--- src/rtl/ccs_pkg.sv ---
package ccs_pkg;
  localparam int ADDR_W = 16;
  localparam int IDX_W = 14;
  localparam int DATA_W = 32;
  localparam int ACC_W = 8;
  localparam int BANK_W = 6;
  localparam int PCL_W = 7;
  localparam int PTR_W = 16;
  localparam int FLAG_W = 5;
  // register indices; byte address is four times the index
  localparam logic [IDX_W-1:0] IDX_FLAGS = 14'h1FE4;
  localparam logic [IDX_W-1:0] IDX_ACC = 14'h1FE5;
  localparam logic [IDX_W-1:0] IDX_BANK = 14'h1FE6;
  localparam logic [IDX_W-1:0] IDX_PCL = 14'h1FE7;
  localparam logic [IDX_W-1:0] IDX_PTR0 = 14'h1FE8;
  localparam logic [IDX_W-1:0] IDX_PTR0_HI = 14'h1FE9;
  localparam logic [IDX_W-1:0] IDX_PTR1 = 14'h1FEA;
  localparam logic [IDX_W-1:0] IDX_PTR1_HI = 14'h1FEB;
  // flag field positions
  localparam int BIT_TIMEOUT = 4;
  localparam int BIT_POWER_DOWN = 3;
  localparam int BIT_Z = 2;
  localparam int BIT_HALF_CARRY = 1;
  localparam int BIT_C = 0;
  localparam int BIT_NIB = 3;
  // live flags after power-up: timeout and power-down set
  localparam logic [FLAG_W-1:0] FLAGS_PUP = 5'h18;
  typedef enum logic [2:0] {
    CCS_OP_ADD_REG = 3'h0,
    CCS_OP_ADD_LIT = 3'h1,
    CCS_OP_SUB_LIT = 3'h2,
    CCS_OP_SUB_REG = 3'h3,
    CCS_OP_RRC = 3'h4,
    CCS_OP_RLC = 3'h5,
    CCS_OP_LOGIC = 3'h6,
    CCS_OP_NONE = 3'h7
  } ccs_op_e;
endpackage : ccs_pkg

--- src/rtl/ccs_flag_unit.sv ---
`timescale 1ns/1ns
// flag arithmetic for one core operation, purely combinational
module ccs_flag_unit (
  input wire ccs_pkg::ccs_op_e op,
  input wire logic [ccs_pkg::ACC_W-1:0] a,
  input wire logic [ccs_pkg::ACC_W-1:0] b,
  input wire logic c_in,
  output logic [ccs_pkg::ACC_W-1:0] res,
  output logic z,
  output logic hc,
  output logic c,
  output logic upd_z,
  output logic upd_carry,
  output logic upd_c
);
  import ccs_pkg::*;
  logic [ACC_W-1:0] opnd;
  logic [ACC_W:0] sum;
  logic [4:0] nib;
  logic is_sub;

  // subtraction reuses the adder with the inverted operand and carry in
  assign is_sub = (op == CCS_OP_SUB_LIT) || (op == CCS_OP_SUB_REG);
  assign opnd = is_sub ? ~b : b;
  assign sum = {1'b0, a} + {1'b0, opnd} + {{ACC_W{1'b0}}, is_sub};
  assign nib = {1'b0, a[BIT_NIB:0]} + {1'b0, opnd[BIT_NIB:0]} + {4'h0, is_sub};

  // pick result and flag updates per operation
  always_comb begin
    res = sum[ACC_W-1:0];
    hc = nib[4];
    c = sum[ACC_W];
    upd_z = 1'b0;
    upd_carry = 1'b0;
    upd_c = 1'b0;
    case (op)
      CCS_OP_ADD_REG, CCS_OP_ADD_LIT, CCS_OP_SUB_LIT, CCS_OP_SUB_REG: begin
        upd_z = 1'b1;
        upd_carry = 1'b1;
      end
      CCS_OP_RRC: begin
        res = {c_in, a[ACC_W-1:1]};
        c = a[0];
        upd_c = 1'b1;
      end
      CCS_OP_RLC: begin
        res = {a[ACC_W-2:0], c_in};
        c = a[ACC_W-1];
        upd_c = 1'b1;
      end
      CCS_OP_LOGIC: begin
        res = b; // logic result is computed by the core
        upd_z = 1'b1;
      end
      default: begin
        res = a;
      end
    endcase
    z = (res == {ACC_W{1'b0}});
  end
endmodule : ccs_flag_unit

--- src/rtl/ccs_bank.sv ---
// Local design decision: the APB slave port.
`timescale 1ns/1ns
// shadow copies of the core context, reachable over apb
module ccs_bank (
  input wire logic pclk,
  input wire logic presetn,
  // apb slave
  input wire logic psel,
  input wire logic penable,
  input wire logic pwrite,
  input wire logic [ccs_pkg::ADDR_W-1:0] paddr,
  input wire logic [ccs_pkg::DATA_W-1:0] pwdata,
  input wire logic [3:0] pstrb,
  output logic [ccs_pkg::DATA_W-1:0] prdata,
  output logic pready,
  output logic pslverr,
  // core events
  input wire ccs_pkg::ccs_op_e alu_op,
  input wire logic [ccs_pkg::ACC_W-1:0] alu_a,
  input wire logic [ccs_pkg::ACC_W-1:0] alu_b,
  input wire logic wdt_clear,
  input wire logic sleep_instr,
  input wire logic wdt_timeout,
  // context save on interrupt entry
  input wire logic core_save,
  input wire logic [ccs_pkg::ACC_W-1:0] core_acc,
  input wire logic [ccs_pkg::BANK_W-1:0] core_bank,
  input wire logic [ccs_pkg::PCL_W-1:0] core_pcl,
  input wire logic [ccs_pkg::PTR_W-1:0] core_ptr0,
  input wire logic [ccs_pkg::PTR_W-1:0] core_ptr1,
  // context restore on interrupt return
  input wire logic core_restore,
  output logic restore_valid,
  output logic [ccs_pkg::ACC_W-1:0] restore_acc,
  output logic [ccs_pkg::BANK_W-1:0] restore_bank,
  output logic [ccs_pkg::PCL_W-1:0] restore_pcl,
  output logic [ccs_pkg::PTR_W-1:0] restore_ptr0,
  output logic [ccs_pkg::PTR_W-1:0] restore_ptr1,
  output logic [ccs_pkg::FLAG_W-1:0] live_flags,
  output logic [ccs_pkg::ACC_W-1:0] alu_result
);
  import ccs_pkg::*;

  logic [FLAG_W-1:0] live_q;
  logic [FLAG_W-1:0] flags_cp_q;
  logic [ACC_W-1:0] acc_cp_q;
  logic [BANK_W-1:0] bank_cp_q;
  logic [PCL_W-1:0] pcl_cp_q;
  logic [PTR_W-1:0] ptr0_cp_q;
  logic [PTR_W-1:0] ptr1_cp_q;
  logic [DATA_W-1:0] prdata_q;
  logic [DATA_W-1:0] rd_d;
  logic restore_q;
  logic [ACC_W-1:0] res_q;
  logic [IDX_W-1:0] idx;
  logic aligned;
  logic hit;
  logic wr_en;
  logic rd_setup;
  logic [ACC_W-1:0] fu_res;
  logic fu_z;
  logic fu_hc;
  logic fu_c;
  logic fu_upd_z;
  logic fu_upd_carry;
  logic fu_upd_c;

  // decoding used by both the read mux and the write strobes
  function automatic logic is_mapped(input logic [IDX_W-1:0] i);
    is_mapped = (i >= IDX_FLAGS) && (i <= IDX_PTR1_HI);
  endfunction : is_mapped

  // flag arithmetic
  ccs_flag_unit u_flags (
    .op(alu_op),
    .a(alu_a),
    .b(alu_b),
    .c_in(live_q[BIT_C]),
    .res(fu_res),
    .z(fu_z),
    .hc(fu_hc),
    .c(fu_c),
    .upd_z(fu_upd_z),
    .upd_carry(fu_upd_carry),
    .upd_c(fu_upd_c)
  );

  // address decode; zero wait states so pready is constant
  assign idx = paddr[ADDR_W-1:2];
  assign aligned = (paddr[1:0] == 2'h0);
  assign hit = aligned && is_mapped(idx);
  assign wr_en = psel && penable && pwrite && hit;
  assign rd_setup = psel && !penable && !pwrite;
  assign pready = 1'b1;
  assign pslverr = psel && penable && !hit; // unmapped or misaligned
  assign prdata = prdata_q;

  // live flags; timeout beats watchdog-clear beats sleep when they collide
  always_ff @(posedge pclk or negedge presetn) begin
    if (!presetn) begin
      live_q <= FLAGS_PUP;
    end else begin
      if (wdt_timeout) begin
        live_q[BIT_TIMEOUT] <= 1'b0;
      end else if (wdt_clear) begin
        live_q[BIT_TIMEOUT] <= 1'b1;
        live_q[BIT_POWER_DOWN] <= 1'b1;
      end else if (sleep_instr) begin
        live_q[BIT_TIMEOUT] <= 1'b1;
        live_q[BIT_POWER_DOWN] <= 1'b0;
      end
      if (core_restore) begin
        live_q[BIT_Z] <= flags_cp_q[BIT_Z];
        live_q[BIT_HALF_CARRY] <= flags_cp_q[BIT_HALF_CARRY];
        live_q[BIT_C] <= flags_cp_q[BIT_C];
      end else begin
        if (fu_upd_z) begin
          live_q[BIT_Z] <= fu_z;
        end
        if (fu_upd_carry) begin
          live_q[BIT_HALF_CARRY] <= fu_hc;
          live_q[BIT_C] <= fu_c;
        end else if (fu_upd_c) begin
          live_q[BIT_C] <= fu_c;
        end
      end
    end
  end

  // result of the last operation, handed back to the core
  always_ff @(posedge pclk or negedge presetn) begin
    if (!presetn) begin
      res_q <= 8'h00;
    end else if (alu_op != CCS_OP_NONE) begin
      res_q <= fu_res;
    end
  end

  // flag copy; no reset so only power loss leaves it undefined
  // a capture by the core wins over a software write in the same cycle
  always_ff @(posedge pclk) begin
    if (core_save) begin
      flags_cp_q <= live_q;
    end else if (wr_en && idx == IDX_FLAGS && pstrb[0]) begin
      flags_cp_q[BIT_Z] <= pwdata[BIT_Z];
      flags_cp_q[BIT_HALF_CARRY] <= pwdata[BIT_HALF_CARRY];
      flags_cp_q[BIT_C] <= pwdata[BIT_C]; // timeout and power-down stay
    end
  end

  // accumulator, bank and latch copies, unchanged by presetn
  always_ff @(posedge pclk) begin
    if (core_save) begin
      acc_cp_q <= core_acc;
      bank_cp_q <= core_bank;
      pcl_cp_q <= core_pcl;
    end else if (wr_en && pstrb[0]) begin
      if (idx == IDX_ACC) begin
        acc_cp_q <= pwdata[ACC_W-1:0];
      end else if (idx == IDX_BANK) begin
        bank_cp_q <= pwdata[BANK_W-1:0];
      end else if (idx == IDX_PCL) begin
        pcl_cp_q <= pwdata[PCL_W-1:0];
      end
    end
  end

  // pointer copies: full word at the base index, high byte alone above it
  always_ff @(posedge pclk) begin
    if (core_save) begin
      ptr0_cp_q <= core_ptr0;
      ptr1_cp_q <= core_ptr1;
    end else if (wr_en) begin
      if (idx == IDX_PTR0) begin
        if (pstrb[0]) begin
          ptr0_cp_q[7:0] <= pwdata[7:0];
        end
        if (pstrb[1]) begin
          ptr0_cp_q[15:8] <= pwdata[15:8];
        end
      end else if (idx == IDX_PTR0_HI && pstrb[0]) begin
        ptr0_cp_q[15:8] <= pwdata[7:0];
      end else if (idx == IDX_PTR1) begin
        if (pstrb[0]) begin
          ptr1_cp_q[7:0] <= pwdata[7:0];
        end
        if (pstrb[1]) begin
          ptr1_cp_q[15:8] <= pwdata[15:8];
        end
      end else if (idx == IDX_PTR1_HI && pstrb[0]) begin
        ptr1_cp_q[15:8] <= pwdata[7:0];
      end
    end
  end

  // read mux; unimplemented bits and unmapped reads give zero
  always_comb begin
    rd_d = 32'h0000_0000;
    if (!hit) begin
      rd_d = 32'h0000_0000;
    end else if (idx == IDX_FLAGS) begin
      rd_d[FLAG_W-1:0] = flags_cp_q;
    end else if (idx == IDX_ACC) begin
      rd_d[ACC_W-1:0] = acc_cp_q;
    end else if (idx == IDX_BANK) begin
      rd_d[BANK_W-1:0] = bank_cp_q;
    end else if (idx == IDX_PCL) begin
      rd_d[PCL_W-1:0] = pcl_cp_q;
    end else if (idx == IDX_PTR0) begin
      rd_d[PTR_W-1:0] = ptr0_cp_q;
    end else if (idx == IDX_PTR0_HI) begin
      rd_d[7:0] = ptr0_cp_q[15:8];
    end else if (idx == IDX_PTR1) begin
      rd_d[PTR_W-1:0] = ptr1_cp_q;
    end else begin
      rd_d[7:0] = ptr1_cp_q[15:8];
    end
  end

  // read data is latched in the setup phase so the access phase needs no wait
  always_ff @(posedge pclk or negedge presetn) begin
    if (!presetn) begin
      prdata_q <= 32'h0000_0000;
    end else if (rd_setup) begin
      prdata_q <= rd_d;
    end
  end

  // restore strobe follows the request by one cycle
  always_ff @(posedge pclk or negedge presetn) begin
    if (!presetn) begin
      restore_q <= 1'b0;
    end else begin
      restore_q <= core_restore;
    end
  end

  // the core drives its bank from restore_bank for direct accesses;
  // pointers carry full 16-bit addresses so every bank stays reachable
  assign restore_valid = restore_q;
  assign restore_acc = acc_cp_q;
  assign restore_bank = bank_cp_q;
  assign restore_pcl = pcl_cp_q;
  assign restore_ptr0 = ptr0_cp_q;
  assign restore_ptr1 = ptr1_cp_q;
  assign live_flags = live_q;
  assign alu_result = res_q;
endmodule : ccs_bank

--- config.mk ---
export PLATFORM = sky130hd
export DESIGN_NAME = ccs_bank
export DESIGN_NICKNAME = d
export VERILOG_FILES = /design/src/rtl/ccs_pkg.sv /design/src/rtl/ccs_flag_unit.sv /design/src/rtl/ccs_bank.sv
export SDC_FILE = /design/constraint.sdc
export NUM_CORES = 1
export LEC_CHECK = 0
export BUFFER_PORTS_ARGS = -buffer_cell sky130_fd_sc_hd__buf_2
export CAP_MARGIN = 20
export CORE_ASPECT_RATIO = 0.75
export CORE_MARGIN = 2
export CORE_UTILIZATION = 45
export CTS_CLUSTER_SIZE = 40
export DETAILED_ROUTE_END_ITERATION = 8
export PLACE_DENSITY_LB_ADDON = 0.12
export RECOVER_POWER = 25
export SLEW_MARGIN = 15
export SYNTH_ARGS = -nofsm -noshare
export SYNTH_HDL_FRONTEND = slang
export SYNTH_HIERARCHICAL = 1
export SYNTH_SLANG_ARGS = --single-unit
--- constraint.sdc ---
create_clock -name pclk -period 2.25 [get_ports pclk]
set_input_delay 0.5625 -clock pclk [delete_from_list [all_inputs] [get_ports pclk]]
set_output_delay 0.5625 -clock pclk [all_outputs]
set_load 0.02 [all_outputs]
==> results.rst <==
.. list-table::
   :header-rows: 1

   * - Metric
     - Value
   * - Total area of multi-input combinational cells
     - between 2000 and 3000 um^2
   * - CP arrival
     - between 2 and 3 ns
   * - Period utilization
     - 112.5%
   * - Share of the yosys chip area belonging to registers
     - between 40% and 50%
   * - Post-place setup slack
     - -0.8113 ns
   * - Total vias in the final route
     - roughly 5300
   * - Fin. max-slew vios
     - 31
   * - Max_cap viols
     - 1
   * - Remaining design rule violation count
     - 0
   * - Cells on worst reg2reg path
     - 7
   * - R2R Path End
     - live_flags[2]$_DFFE_PN0P_
   * - CP Max Fanout
     - 4
   * - Clock-pin transition on the worst setup and hold timing paths
     - approximately 0.070 ns
   * - Global-route wire length before repair
     - around 28000 um
   * - Achievable frequency
     - around 400 MHz
   * - Final Critical Period
     - 2.532 ns
   * - Violated checks
     - max-capacitance violations, max-slew violations, negative setup slack
   * - Post-detailed-route via-to-cell ratio
     - 5.361
   * - Post-synthesis cell area
     - between 5000 and 6000 um^2
   * - Total Wirelength
     - between 15000 and 20000 um
   * - TritonCTS clock tree
     - done
   * - Final core utilization
     - between 60% and 70%
   * - Fill cell total of the finished layout
     - about 1100
   * - Proportion of register bits with asynchronous set or reset after synthesis
     - between 30% and 40%
   * - Core region area
     - about 12000 um^2
   * - Worst Max-Slew Pin Slew
     - 1.655 ns
   * - First-pass detailed-route iteration total
     - 4
   * - Number of clock sinks seen by CTS
     - between 80 and 90
   * - Total length of routed met2 wires
     - between 7000 and 8000 um
   * - Final Worst Setup Slack
     - -0.2818 ns
   * - Number of distinct library cells after synthesis
     - 77
   * - Number of buffers created by CTS
     - 9
   * - Sum of negative setup slack
     - -0.5208 ns
   * - Flop2flop setup slack
     - about 0.16 ns
   * - Insertion delay to the later sink of the worst-skew pair
     - roughly 0.34 ns
   * - Count of flip-flops with a built-in enable after synthesis
     - 58
   * - Largest net degree at the start of global routing
     - 35
   * - Top FF cell, synth
     - sky130_fd_sc_hd__edfxtp_1
   * - Routed length on met1
     - about 9000 um
   * - Worst r2r src
     - live_flags[0]$_DFFE_PN0P_
   * - Final Setup Violations
     - 4
   * - Post-Route Skew
     - around 0.0062 ns
   * - Clock Tree Buf Depth
     - 2
   * - Top-level port count
     - around 240
   * - Buffers on Ports
     - just under 200
   * - Run status
     - finished, violations left
   * - Root cell of the clock tree
     - sky130_fd_sc_hd__clkbuf_16
   * - Flop and latch count out of synthesis
     - between 80 and 90
   * - Number of nets still failing antenna checks after routing
     - 0
   * - First DRT Iteration DRCs
     - 330
   * - WL per Instance
     - 18.53 um
   * - Area growth syn-to-layout
     - 37.83%
   * - Htree depth
     - 3
   * - Share of final-layout standard cells stronger than drive strength 1
     - approximately two fifths
   * - Die area
     - around 13000 um^2
   * - Total power after layout
     - 0.004551 W
   * - Storage cell area
     - between 2000 and 2500 um^2
   * - Number of antenna violations at the first check in global routing
     - 0
   * - Critical path type
     - in -> reg
   * - Highest metal used
     - met4
   * - RSZ-0062 raised after global routing
     - true
   * - Die span in y
     - 100.4 um
   * - Power density over the cells
     - between 500 and 600 nW/um^2
   * - Met3 routed WL
     - ~1400 um
   * - Max-slew headroom at the worst pin
     - -10.33%
   * - Critical Path End Type
     - flop
   * - Combined global-route utilization of all metal layers
     - 27.30%
   * - Setup crit start
     - alu_op[2]
   * - Die width
     - roughly 130 um
   * - Classification of the worst-slack hold path
     - in -> reg
   * - Leakage power of the design
     - between 3 and 4 nW
   * - Final Hold Vio Count
     - 0
   * - Category of the worst setup path launch point
     - primary input
   * - Final net count
     - 963
   * - Total inserted antenna cells
     - 0
   * - Post-synthesis cell count
     - 560
   * - Endpoint of the most critical setup path
     - live_flags[2]$_DFFE_PN0P_
   * - Final HPWL from detailed placement
     - ~15000 um
   * - Post-synthesis area per instance
     - 9.958 um^2
   * - VDD IR max
     - 0.0004615 V
   * - Initial standard-cell utilization of the core
     - between 40% and 50%
   * - GRT overflow
     - 0
   * - Number of warnings issued by yosys
     - 6
   * - Required time at the worst-slack endpoint
     - 2.52 ns
   * - Num rows
     - 35
   * - Via count of the first global-routing pass
     - 5070
   * - Final weighted congestion in routability-driven placement
     - 0.9298
-- layout by cell type, fill, tap and decap left out, types with 7 or more instances in the layout --
cell,Yosys,layout
sky130_fd_sc_hd__nor3_1,9,9
sky130_fd_sc_hd__xnor2_1,8,7
sky130_fd_sc_hd__nor2_1,24,23
sky130_fd_sc_hd__nand2b_1,14,13
sky130_fd_sc_hd__nor2b_1,10,10
sky130_fd_sc_hd__buf_2,7,196
sky130_fd_sc_hd__dfrtp_1,28,28
sky130_fd_sc_hd__a21oi_1,9,8
sky130_fd_sc_hd__ha_1,9,7
sky130_fd_sc_hd__mux2i_1,32,32
sky130_fd_sc_hd__mux2_2,12,11
sky130_fd_sc_hd__o21ai_0,39,35
sky130_fd_sc_hd__edfxtp_1,58,58
sky130_fd_sc_hd__clkbuf_16,0,9
sky130_fd_sc_hd__conb_1,2,17
sky130_fd_sc_hd__inv_1,9,8
sky130_fd_sc_hd__a22oi_1,11,11
sky130_fd_sc_hd__buf_4,17,73
sky130_fd_sc_hd__nand2_1,126,124
-- through the flow --
stage / hold slack, ns / std cells / instance area, um^2
after floorplan: 0.2669 / 575 / 5753
after global placement: 0.4576 / 970 / 7312
after detailed placement: 0.4709 / 970 / 7312
after CTS: 0.2857 / 989 / 7675
after global routing: 0.3722 / 990 / 7686
final: 0.3635 / 990 / 7686
-- sequential cells by signal (all words and copies together) (netlist names) --
signal	count
prdata	16
restore_ptr0	16
restore_ptr1	16
alu_result	8
restore_acc	8
restore_pcl	7
restore_bank	6
flags_cp_q	5
live_flags	5
restore_valid	1
-- power breakdown --
group / switching [W] / internal [W]
registers: 0.000102 / 0.00188
clock network: 0.000638 / 0.000751
logic: 0.000679 / 0.000501
-- logic make-up after synthesis --
| logic type | after synthesis | share of synthesized area [%] |
|---|---|---|
| multiplexers | 51 | 11.26 |
| flip-flops | 88 | 44.74 |
| XOR/XNOR | 9 | 1.414 |
| adder cells (fa/ha/maj) | 10 | 2.378 |
| other | 2 | 0.1347 |
| AND/OR/NAND/NOR | 222 | 19.39 |
| buffers and inverters | 55 | 5.407 |
| AO/OA/AOI/OAI | 123 | 15.28 |
-- worst max-delay path: stages --
cell and delay, ns:
sky130_fd_sc_hd__buf_12 0.11, sky130_fd_sc_hd__clkinv_8 0.05, sky130_fd_sc_hd__nand2_8 0.06, sky130_fd_sc_hd__xnor2_4 0.15, sky130_fd_sc_hd__inv_2 0.06, sky130_fd_sc_hd__fa_2 0.37
sky130_fd_sc_hd__nand2b_4 0.17, sky130_fd_sc_hd__a2111oi_4 0.31, sky130_fd_sc_hd__a211oi_2 0.08, sky130_fd_sc_hd__or4_4 0.53, sky130_fd_sc_hd__nor4_4 0.14, sky130_fd_sc_hd__mux2i_1 0.10
sky130_fd_sc_hd__o21ai_1 0.11
-- worst min-delay path by stage --
stage,slack [ns],cells after the start,to,from
CTS,0.29,1,prdata[9]$_DFFE_PN0P_,presetn
finish,0.36,2,live_flags[4]$_DFFE_PN1P_,wdt_timeout
floorplan,0.27,0,alu_result[0]$_DFFE_PN0P_,presetn
global placement,0.46,2,prdata[10]$_DFFE_PN0P_,prdata[10]$_DFFE_PN0P_
detailed placement,0.47,2,prdata[8]$_DFFE_PN0P_,prdata[8]$_DFFE_PN0P_
global route,0.37,2,live_flags[4]$_DFFE_PN1P_,wdt_timeout
-- cell usage after synthesis, types with 6 or more instances --
cell type                  instances  area [um^2]
sky130_fd_sc_hd__xnor2_1           8        70.07
sky130_fd_sc_hd__nand2b_1         14        87.58
sky130_fd_sc_hd__nand3_1           6        30.03
sky130_fd_sc_hd__o21ai_0          39        195.2
sky130_fd_sc_hd__buf_4            17        127.6
sky130_fd_sc_hd__clkbuf_1         17        63.81
sky130_fd_sc_hd__nor2_1           24        90.09
sky130_fd_sc_hd__nor2b_1          10        62.56
sky130_fd_sc_hd__a22oi_1          11        82.58
sky130_fd_sc_hd__mux2i_1          32        320.3
sky130_fd_sc_hd__inv_1             9        33.78
sky130_fd_sc_hd__edfxtp_1         58         1742
sky130_fd_sc_hd__dfrtp_1          28        700.7
sky130_fd_sc_hd__ha_1              9        112.6
sky130_fd_sc_hd__mux2_2           12        135.1
sky130_fd_sc_hd__nand2_1         126        473.0
sky130_fd_sc_hd__nor3_1            9        45.04
sky130_fd_sc_hd__buf_2             7        35.03
sky130_fd_sc_hd__a21oi_1           9        45.04
-- per-layer routing --
layer,track usage (%),up-vias
li1,-,2547
met1,42.26,2503
met2,39.46,241
met3,5.202,16
met4,6.121,0
met5,0,-
-- final cells by class --
class | count | share of cell area, %
flip-flops and latches | 88 | 32.46
inverters | 10 | 0.6511
well taps | 166 | 2.702
clock buffers | 10 | 2.979
clock inverters | 6 | 0.5698
repair buffers | 278 | 21.70
multi-input cells | 432 | 38.94
-- timing repair --
action,in CTS,in global routing
setup buffers,3,1
hold buffers,0,0
endpoints found under the setup margin,6,6
gates resized for setup,16,3
pin swaps,9,6
(Power assumes the default switching activity.)
